### src/core/hmcg_pkg.sv
package hmcg_pkg;
	// CPU clock source selector codes
	localparam logic [2:0] SRC_INT_HS   = 3'h0;
	localparam logic [2:0] SRC_CRYSTAL  = 3'h1;
	localparam logic [2:0] SRC_EXT_MAIN = 3'h2;
	localparam logic [2:0] SRC_XT_SUB   = 3'h3;
	localparam logic [2:0] SRC_EXT_SUB  = 3'h4;
	// Oscillator bit positions in the run vectors
	localparam int OSC_INT_HS   = 0;
	localparam int OSC_CRYSTAL  = 1;
	localparam int OSC_XT_SUB   = 2;
	localparam int OSC_LOW      = 3;
	localparam int OSC_COUNT    = 4;
	localparam int SRC_COUNT    = 5;
	localparam logic [3:0] OSC_RESET = 4'h1;

	typedef enum logic [1:0] {
		HMCG_RUN  = 2'b01,
		HMCG_HALT = 2'b10
	} hmcg_state_type;
endpackage

### src/core/hmcg_halt.sv
`timescale 1ns/1ps
// What this block does
// - Halt is entered only when the processor executes the halt instruction.
// - Halt entry is allowed from any processor clock source.
// - Halt gates off the processor clock and stops flash operation.
// - The main oscillator feeding the processor keeps running and cannot be stopped.
// - Other oscillators keep the run or stop state they had at entry.
// - External clocks not feeding the processor follow their input pins.
// - RAM and port output latches hold their contents throughout halt.
// - Watchdog runs in halt unless low-speed oscillator stop is allowed.
module hmcg_halt #(
	parameter int OSC_N = hmcg_pkg::OSC_COUNT, // Oscillator run-vector width
	parameter int SRC_N = hmcg_pkg::SRC_COUNT  // Number of CPU clock sources
) (
	input  wire logic                         sys_clk,        // System clock, 40 MHz
	input  wire logic                         rst,            // Synchronous reset, high
	input  wire logic                         halt_exec,      // Halt instruction executed
	input  wire logic                         wake,           // Halt release request
	input  wire logic [2:0]                   cpu_src,        // CPU clock source code
	input  wire logic [OSC_N-1:0]             osc_req,        // Software oscillator enables
	input  wire logic                         ext_main_in,    // External main clock present
	input  wire logic                         ext_sub_in,     // External subsystem present
	input  wire logic                         opt_low_stop,   // Option: low-speed may stop
	output logic                              halted,         // Halt state indicator
	output logic                              cpu_clk_en,     // CPU clock gate enable
	output logic                              flash_en,       // Flash operation enable
	output logic [OSC_N-1:0]                  osc_run,        // Oscillator run enables
	output logic                              ext_main_en,    // External main clock pass
	output logic                              ext_sub_en,     // External sub clock pass
	output logic                              mem_wr_en,      // RAM and port latch write enable
	output logic                              wdt_clk_en,     // Watchdog clock enable
	output logic                              periph_clk_en   // Peripheral clock enable
);
	import hmcg_pkg::*;

	// Held state, snapshots and decoded views of the live inputs
	hmcg_state_type       state;
	hmcg_state_type       next_state;
	logic [OSC_N-1:0]     osc_hold;
	logic [OSC_N-1:0]     osc_bit;
	logic [OSC_N-1:0]     src_mask;
	logic [OSC_N-1:0]     osc_live;
	logic [2:0]           entry_src;
	logic [2:0]           live_src;
	logic                 halt_next;
	logic                 halt_stay;
	logic                 main_feeds;
	logic                 sub_feeds;

	// The decoders below know exactly four oscillators and five sources
	if (OSC_N != OSC_COUNT) begin : g_bad_osc
		$error("hmcg_halt: unsupported oscillator count");
	end
	if (SRC_N != SRC_COUNT) begin : g_bad_src
		$error("hmcg_halt: unsupported source count");
	end

	// Oscillator driving the CPU for a given source code
	function automatic logic [OSC_N-1:0] src_osc(input logic [2:0] src);
		logic [OSC_N-1:0] v;
		v = '0;
		case (src)
			SRC_INT_HS:  v[OSC_INT_HS] = 1'b1;
			SRC_CRYSTAL: v[OSC_CRYSTAL] = 1'b1;
			SRC_XT_SUB:  v[OSC_XT_SUB] = 1'b1;
			default:     v = '0;
		endcase
		return v;
	endfunction

	// True when the given code names the source that clocks the CPU
	function automatic logic feeds_cpu(input logic [2:0] src, input logic [2:0] code);
		return (src == code);
	endfunction

	// While halted the CPU cannot rewrite its selector, so the entry source rules
	assign live_src   = (state == HMCG_HALT) ? entry_src : cpu_src;
	assign src_mask   = src_osc(live_src);
	assign osc_live   = osc_req | src_mask;

	// Decodes shared by the gate and oscillator flops
	assign halt_next  = (next_state == HMCG_HALT);
	assign halt_stay  = halt_next && (state == HMCG_HALT);
	assign main_feeds = feeds_cpu(live_src, SRC_EXT_MAIN);
	assign sub_feeds  = feeds_cpu(live_src, SRC_EXT_SUB);

	always_comb begin
		next_state = state;
		case (state)
			HMCG_RUN: begin
				if (halt_exec) begin
					next_state = HMCG_HALT;
				end
			end
			HMCG_HALT: begin
				if (wake) begin
					next_state = HMCG_RUN;
				end
			end
			default: next_state = HMCG_RUN;
		endcase
	end

	always_ff @(posedge sys_clk) begin
		if (rst) begin
			state <= HMCG_RUN;
		end else begin
			state <= next_state;
		end
	end

	// Snapshot oscillator enables at entry so software cannot change them in halt
	always_ff @(posedge sys_clk) begin
		if (rst) begin
			osc_hold <= OSC_RESET;
		end else if (state == HMCG_RUN) begin
			osc_hold <= osc_req | src_osc(cpu_src);
		end
	end

	// Source in use at entry; a stopped CPU cannot change it, so hold it here
	always_ff @(posedge sys_clk) begin
		if (rst) begin
			entry_src <= SRC_INT_HS;
		end else if (state == HMCG_RUN) begin
			entry_src <= cpu_src;
		end
	end

	// Gates are registered so the CPU sees a glitch-free enable
	// The halt flag mirrors the state register one for one
	always_ff @(posedge sys_clk) begin
		if (rst) begin
			halted <= 1'b0;
		end else begin
			halted <= halt_next;
		end
	end

	// The enable drops on the entry edge itself, so no instruction follows halt
	always_ff @(posedge sys_clk) begin
		if (rst) begin
			cpu_clk_en <= 1'b1;
		end else begin
			cpu_clk_en <= !halt_next;
		end
	end

	// Flash stops together with the CPU; nothing else fetches from it
	always_ff @(posedge sys_clk) begin
		if (rst) begin
			flash_en <= 1'b1;
		end else begin
			flash_en <= !halt_next;
		end
	end

	// Writes are withheld rather than clocks, so RAM and latches keep their values
	always_ff @(posedge sys_clk) begin
		if (rst) begin
			mem_wr_en <= 1'b1;
		end else begin
			mem_wr_en <= !halt_next;
		end
	end

	// One flop per oscillator; the source bit is ORed in so software cannot stop it
	// A flop per bit costs nothing extra and keeps each enable independent
	for (genvar g = 0; g < OSC_N; g++) begin : g_osc
		always_ff @(posedge sys_clk) begin
			if (rst) begin
				osc_bit[g] <= OSC_RESET[g];
			end else if (halt_stay) begin
				osc_bit[g] <= osc_hold[g] | src_mask[g];
			end else begin
				// Running and the entry edge both follow the live request
				osc_bit[g] <= osc_live[g];
			end
		end
	end
	assign osc_run = osc_bit;

	// An external clock is only passed on; it runs or stops with its pin
	// The one feeding the CPU is forced through so halt cannot cut it
	always_ff @(posedge sys_clk) begin
		if (rst) begin
			ext_main_en <= 1'b0;
		end else begin
			ext_main_en <= ext_main_in | main_feeds;
		end
	end

	// Same treatment for the subsystem pin
	always_ff @(posedge sys_clk) begin
		if (rst) begin
			ext_sub_en <= 1'b0;
		end else begin
			ext_sub_en <= ext_sub_in | sub_feeds;
		end
	end

	// Limitation: the option input is sampled live, so it must stay static
	// The option comes from a configuration byte, which never changes at run time
	always_ff @(posedge sys_clk) begin
		if (rst) begin
			wdt_clk_en <= 1'b1;
		end else begin
			wdt_clk_en <= !(halt_next && opt_low_stop);
		end
	end

	// Peripheral clocks are never gated here; their own enables stay in charge
	// so timers, serial ports and the converter run straight through halt
	always_ff @(posedge sys_clk) begin
		if (rst) begin
			periph_clk_en <= 1'b1;
		end else begin
			periph_clk_en <= 1'b1;
		end
	end
endmodule

### config.mk
export PLATFORM = sky130hd
export DESIGN_NAME = hmcg_halt
export DESIGN_NICKNAME = d
export VERILOG_FILES = /design/src/core/hmcg_pkg.sv /design/src/core/hmcg_halt.sv
export SDC_FILE = /design/constraint.sdc
export NUM_CORES = 1
export LEC_CHECK = 0
export BUFFER_PORTS_ARGS = -buffer_cell sky130_fd_sc_hd__clkbuf_2
export CAP_MARGIN = 0
export CORE_MARGIN = 2
export CORE_UTILIZATION = 45
export CTS_CLUSTER_DIAMETER = 200
export DETAILED_ROUTE_END_ITERATION = 10
export GPL_TIMING_DRIVEN = 1
export PLACE_DENSITY = 0.71
export SLEW_MARGIN = 20
export SYNTH_ARGS = -nofsm -noshare
export SYNTH_HDL_FRONTEND = slang
export SYNTH_SLANG_ARGS = --single-unit
### constraint.sdc
create_clock -name sys_clk -period 4.8 [get_ports sys_clk]
set_input_delay 0.48 -clock sys_clk [delete_from_list [all_inputs] [get_ports sys_clk]]
set_output_delay 0.48 -clock sys_clk [all_outputs]
set_load 0.02 [all_outputs]
# [After elaboration in Yosys (flattened, before gate mapping)]
# Index checks and enable logic that the tools add are counted.
[totals] in_bits=14 reg_bits=18 elab_cells=56 out_inout_bits=12
[op_classes] n_mux=22 bitwise=7 n_reduce_logical=6 eq_ne=9
[op_table] operator="1-bit 2-to-1 mux" count=18
[op_table] operator="3-bit by 2-bit equality test with 1-bit output (second input constant)" count=3
[op_table] operator="3-bit by 1-bit equality test with 1-bit output (second input constant)" count=2
[op_table] operator="3-bit zero test" count=2
[op_table] operator="1-bit bitwise OR" count=5
[op_table] operator="2-bit equality test (second input constant)" count=2
[op_table] operator="2-bit 2-to-1 mux" count=2
[op_table] operator="4-bit by 3-bit bitwise OR with 4-bit output" count=1
[op_table] operator="4-bit bitwise OR" count=1
[op_table] operator="2-bit case mux with 2 select lines" count=1
[op_table] operator="3-bit equality test (second input constant)" count=1
[op_table] operator="3-bit 2-to-1 mux" count=1
[op_table] operator="2-bit by 1-bit equality test with 1-bit output (second input constant)" count=1
[op_table] operator="1-bit logical AND" count=2
[op_table] operator="1-bit zero test" count=2

# [Logic depth before layout (Yosys ltp)]
[depth] word_depth=6 depth_mapped=6 ltp_nobuf=5

# [Least setup slack after synthesis]
# Ideal clock, no wire load.
[synth_timing] kind="register to register" from="register state[0]" to="register osc_bit[0] (netlist: osc_run[0])" path_slack_ps=3124 n_path_buf=0 path_stages_with_launch=6 t_arrival_ps=1548 period_less_slack_ps=1676 setup_ps=128 t_required_ps=4672 path_cell_list="dfxtp_1 > inv_1 > ha_1 > or4b_4 > o21ai_1 > nand4b_1"
[synth_via] elab_chain_len=6
[synth_rtl] element="from (decl)" line="hmcg_halt.sv:37" text="hmcg_state_type state;"
[synth_rtl] element="from (signal assigned)" line="hmcg_halt.sv:108" text="state <= next_state;"
[synth_rtl] element="2-bit equality test" line="hmcg_halt.sv:77, hmcg_halt.sv:83, hmcg_halt.sv:89"
[synth_rtl] element="3-bit 2-to-1 mux" line="hmcg_halt.sv:77" text="assign live_src = (state == HMCG_HALT) ? entry_src : cpu_src;"
[synth_rtl] element="3-bit zero test" line="hmcg_halt.sv:62" text="case (src)"
[synth_rtl] element="1-bit 2-to-1 mux" line="hmcg_halt.sv:62"
[synth_rtl] element="4-bit by 3-bit bitwise OR with 4-bit output or 1-bit bitwise OR (tied branches)" line="hmcg_halt.sv:79, hmcg_halt.sv:174"
[synth_rtl] element="1-bit 2-to-1 mux (*)" line="hmcg_halt.sv:173" text="end else if (halt_stay) begin"
[synth_rtl] element="to (signal, indexed assignment)" line="hmcg_halt.sv:172" text="osc_bit[g] <= OSC_RESET[g];"
[synth_rtl] element="to (signal, indexed assignment)" line="hmcg_halt.sv:174" text="osc_bit[g] <= osc_hold[g] | src_mask[g];"
[synth_rtl] element="to (signal, indexed assignment)" line="hmcg_halt.sv:177" text="osc_bit[g] <= osc_live[g];"
[synth_rtl] element="to (decl)" line="hmcg_halt.sv:40" text="logic [OSC_N-1:0] osc_bit;"
# Every way passes the cells marked *; elsewhere a longest branch is shown, timed or not.
# A chain may end at the register's enable or synchronous reset.

# [Worst setup path in the final report]
[layout_timing] from="register state[0]" to="register osc_bit[1] (netlist: osc_run[1])"
[layout_via] elab_chain_len=6
[layout_rtl] element="2-bit equality test" line="hmcg_halt.sv:77, hmcg_halt.sv:83, hmcg_halt.sv:89"
[layout_rtl] element="3-bit 2-to-1 mux" line="hmcg_halt.sv:77"
[layout_rtl] element="3-bit by 1-bit equality test with 1-bit output" line="hmcg_halt.sv:62"
[layout_rtl] element="1-bit 2-to-1 mux" line="hmcg_halt.sv:62"
[layout_rtl] element="4-bit by 3-bit bitwise OR with 4-bit output or 1-bit bitwise OR (tied branches)" line="hmcg_halt.sv:79, hmcg_halt.sv:174"
[layout_rtl] element="1-bit 2-to-1 mux (*)" line="hmcg_halt.sv:173"
# Marks and branches as above.

==> impl_metrics.json <==
{
  "ir_worst_vdd_mv": 0.286,
  "critPathArrivalTime_ns": 2.01,
  "diodes": 0,
  "antenna_found_initial": 0,
  "grt_use_total_pct": 17.5,
  "min_to": "wdt_clk_en$_SDFF_PP1_",
  "multiInputGateArea_sq_um": 437,
  "min-delay-start": "opt_low_stop",
  "leakage_uw": 0.000461,
  "power_uw": 502,
  "met1_usage_pct": 24.4,
  "synth-seq-cells": 18,
  "drtPass1Iterations": 4,
  "seq_area_sq_um": 360,
  "syn_to_final_growth_pct": 17.8,
  "p_sw_share_pct": 37.4,
  "holdPathStages": 2,
  "pre_cts_slack_ns": 3.00,
  "drc": 0,
  "numCtsBuffers": 3,
  "cp_max_fo": 7,
  "worst_r2r_path_depth": 5,
  "grt_max_degree": 17,
  "synth_sequential_area_ratio_pct": 42.3,
  "synthCells": 93,
  "routedWlPerCell_microns": 11.6,
  "synth.top_cell.area_share_pct": 42.3,
  "min_path_type": "input port to register",
  "period_share_pct": 38.4,
  "yosys-top-cells-area": "dfxtp_1 42%, mux2i_1 5.9%, ha_1 4.4%, a21oi_1 3.5%, o21ai_1 3.5%",
  "io_pins": 26,
  "htree_levels": 1,
  "slew_headroom_pct": 66.4,
  "cap_violations": 0,
  "dp_hpwl_mm": 1.26,
  "hold_viol": 0,
  "numPortBuffers": 24,
  "grt_setup_unrepaired": "false",
  "synthDistinctLibCells": 27,
  "wl_mm": 1.63,
  "required_ns": 4.97,
  "gp_congestion": 0.778,
  "r2r-end": "osc_run[1]$_SDFF_PP0_",
  "rows": 15,
  "yosys.area.top_type": "dfxtp_1",
  "clkPwrFrac_pct": 18.1,
  "endpoint_kind": "register",
  "fill_cells": 160,
  "skew_ns": 0.00525,
  "top_usage_layer": "met2",
  "cts_hold_buf": 0,
  "grt.met3_usage_pct": 6.79,
  "p_seq_share_pct": 42.4,
  "p_comb_share_pct": 39.6,
  "synth_flop_cell": "dfxtp_1",
  "cts.sinks": 18,
  "final-setup-viol-count": 0,
  "root_buffer": "clkbuf_4",
  "antenna_left": 0,
  "postCtsSetupRepairBufs": 0,
  "global_route.usage.met2_pct": 25.9,
  "grt_first_pass_wirelength_mm": 2.78,
  "grt_pass1_vias": 629,
  "finalMaxSlewViolations": 0,
  "yosysMostFrequentCell": "dfxtp_1",
  "synth_area_sq_um": 852,
  "grt_overflow_total": 0,
  "setup_slack_ns": 2.96,
  "setup_tns_ns": 0,
  "ff2ff_setup_slack_ns": 2.96,
  "vias": 708,
  "cts_tree": "built",
  "synth_commonest_cells": "18 x dfxtp_1, 8 x nor2_1, 6 x a21oi_1, 6 x o21ai_1",
  "start_kind": "register",
  "p_per_area_nw_per_um2": 500,
  "syn_avg_cell_area_sq_um": 9.16,
  "synthArstFlopShare_pct": 0,
  "fmax_mhz": 543,
  "die_w_microns": 47.5,
  "clock_path_buffers": 2,
  "critPathKind": "register to register",
  "die_y_microns": 47.5,
  "synth-edff-count": 0,
  "fin_crit_ns": 1.84,
  "dieArea_sq_um": 2260,
  "worst_pin_slew_ns": 0.505,
  "first_iter_violations": 11,
  "clk_latency_ns": 0.29,
  "start_util_pct": 48.8,
  "syn_nets": 110,
  "intPower_uw": 314,
  "yosysWarnings": 0,
  "coreArea_sq_um": 1750,
  "outcome": "finished clean",
  "cts.repair.resized": 0,
  "power.switching_uw": 187,
  "nNetsFinal": 133,
  "drive_above_1_share_pct": 26.1,
  "reg2reg_from": "state[0]$_SDFF_PP1_",
  "viasPerCell": 5.06,
  "clk_pin_slew_ns": 0.10
}
==> worst max-delay path by stage <==
stage	slack, ns	start	endpoint	cells past startpoint
floorplan	3.12	state[0]$_SDFF_PP1_	osc_run[0]$_SDFF_PP1_	5
global placement	3.07	state[0]$_SDFF_PP1_	osc_run[2]$_SDFF_PP0_	5
CTS	2.98	state[0]$_SDFF_PP1_	osc_run[1]$_SDFF_PP0_	5
finish	2.96	state[0]$_SDFF_PP1_	osc_run[1]$_SDFF_PP0_	5
detailed placement	3.00	state[0]$_SDFF_PP1_	osc_run[0]$_SDFF_PP1_	5
global route	2.83	state[0]$_SDFF_PP1_	osc_run[1]$_SDFF_PP0_	5
==> power groups by stage <==
stage                     Clock [uW]  Sequential, uW  Combinational (uW)
after floorplan                    0             223                 149
after global placement             0             213                 194
after detailed placement           0             216                 198
after CTS                       95.3             212                 199
after global routing             100             218                 225
final                           90.6             212                 199
==> critical path, stage by stage, from the launching register on <==
cell	delay (ns)
dfxtp_1	0.46
inv_1	0.08
ha_1	0.38
or4b_4	0.53
o21ai_1	0.15
a31oi_1	0.11
==> stage by stage <==
| step | instance area [sq um] | instances | hold slack (ns) | util (%) |
|---|---|---|---|---|
| floorplan | 852 | 93 | 0.443 | - |
| global placement | 967 | 136 | 0.461 | 55.4 |
| detailed placement | 967 | 136 | 0.477 | 55.4 |
| CTS | 1000 | 140 | 0.350 | 57.5 |
| global route | 1000 | 140 | 0.365 | 57.5 |
| finish | 1000 | 140 | 0.358 | 57.5 |
==> cell usage in the layout (no fill, tap or decap) <==
| master | n |
|---|---|
| and3b_1 | 3 |
| o21bai_1 | 2 |
| mux2i_1 | 5 |
| o22ai_1 | 1 |
| o21ai_0 | 3 |
| a211oi_1 | 2 |
| nand3_1 | 4 |
| inv_1 | 5 |
| clkbuf_2 | 24 |
| nor3_1 | 2 |
| a31oi_1 | 3 |
| nand4b_1 | 2 |
| conb_1 | 1 |
| nor2_1 | 8 |
| clkbuf_4 | 3 |
| a21oi_1 | 6 |
| nor4b_2 | 1 |
| nand3b_1 | 3 |
| nor3b_1 | 4 |
| clkbuf_8 | 1 |
| nand2b_1 | 1 |
| or4b_4 | 1 |
| o21ai_1 | 6 |
| dfxtp_1 | 18 |
| a21o_1 | 2 |
| ha_1 | 3 |
| or3b_1 | 1 |
==> logic make-up after synthesis <==
group | count (synthesis) | share of synthesized area, %
muxes | 5 | 5.87
buffers and inverters | 11 | 6.46
adders and majority gates | 3 | 4.41
AOI/OAI and AO/OA | 25 | 17.0
other | 1 | 0.440
DFF | 18 | 42.3
and+or+nand+nor | 30 | 23.5
==> metal layers <==
layer | wire length [microns] | vias up
met2 | 730 | 17
li1 | - | 378
met5 | 0 | -
met3 | 79 | 0
met4 | 0 | 0
met1 | 816 | 313
==> area by class of cell <==
type / instances / share of cell area (%)
Multi-Input combinational cell: 64 / 43.5
Timing Repair Buffer: 24 / 12.0
Inverter: 5 / 1.87
Sequential cell: 18 / 35.9
Tap cell: 25 / 3.12
Clock buffer: 4 / 3.62
==> flip-flops by register name, summed over array words and instances, names as in the netlist <==
name	count
entry_src	3
ext_main_en	1
ext_sub_en	1
halted	1
mem_wr_en	1
osc_hold	4
osc_run	4
state	2
wdt_clk_en	1
Power figures use the tool's default switching activity.
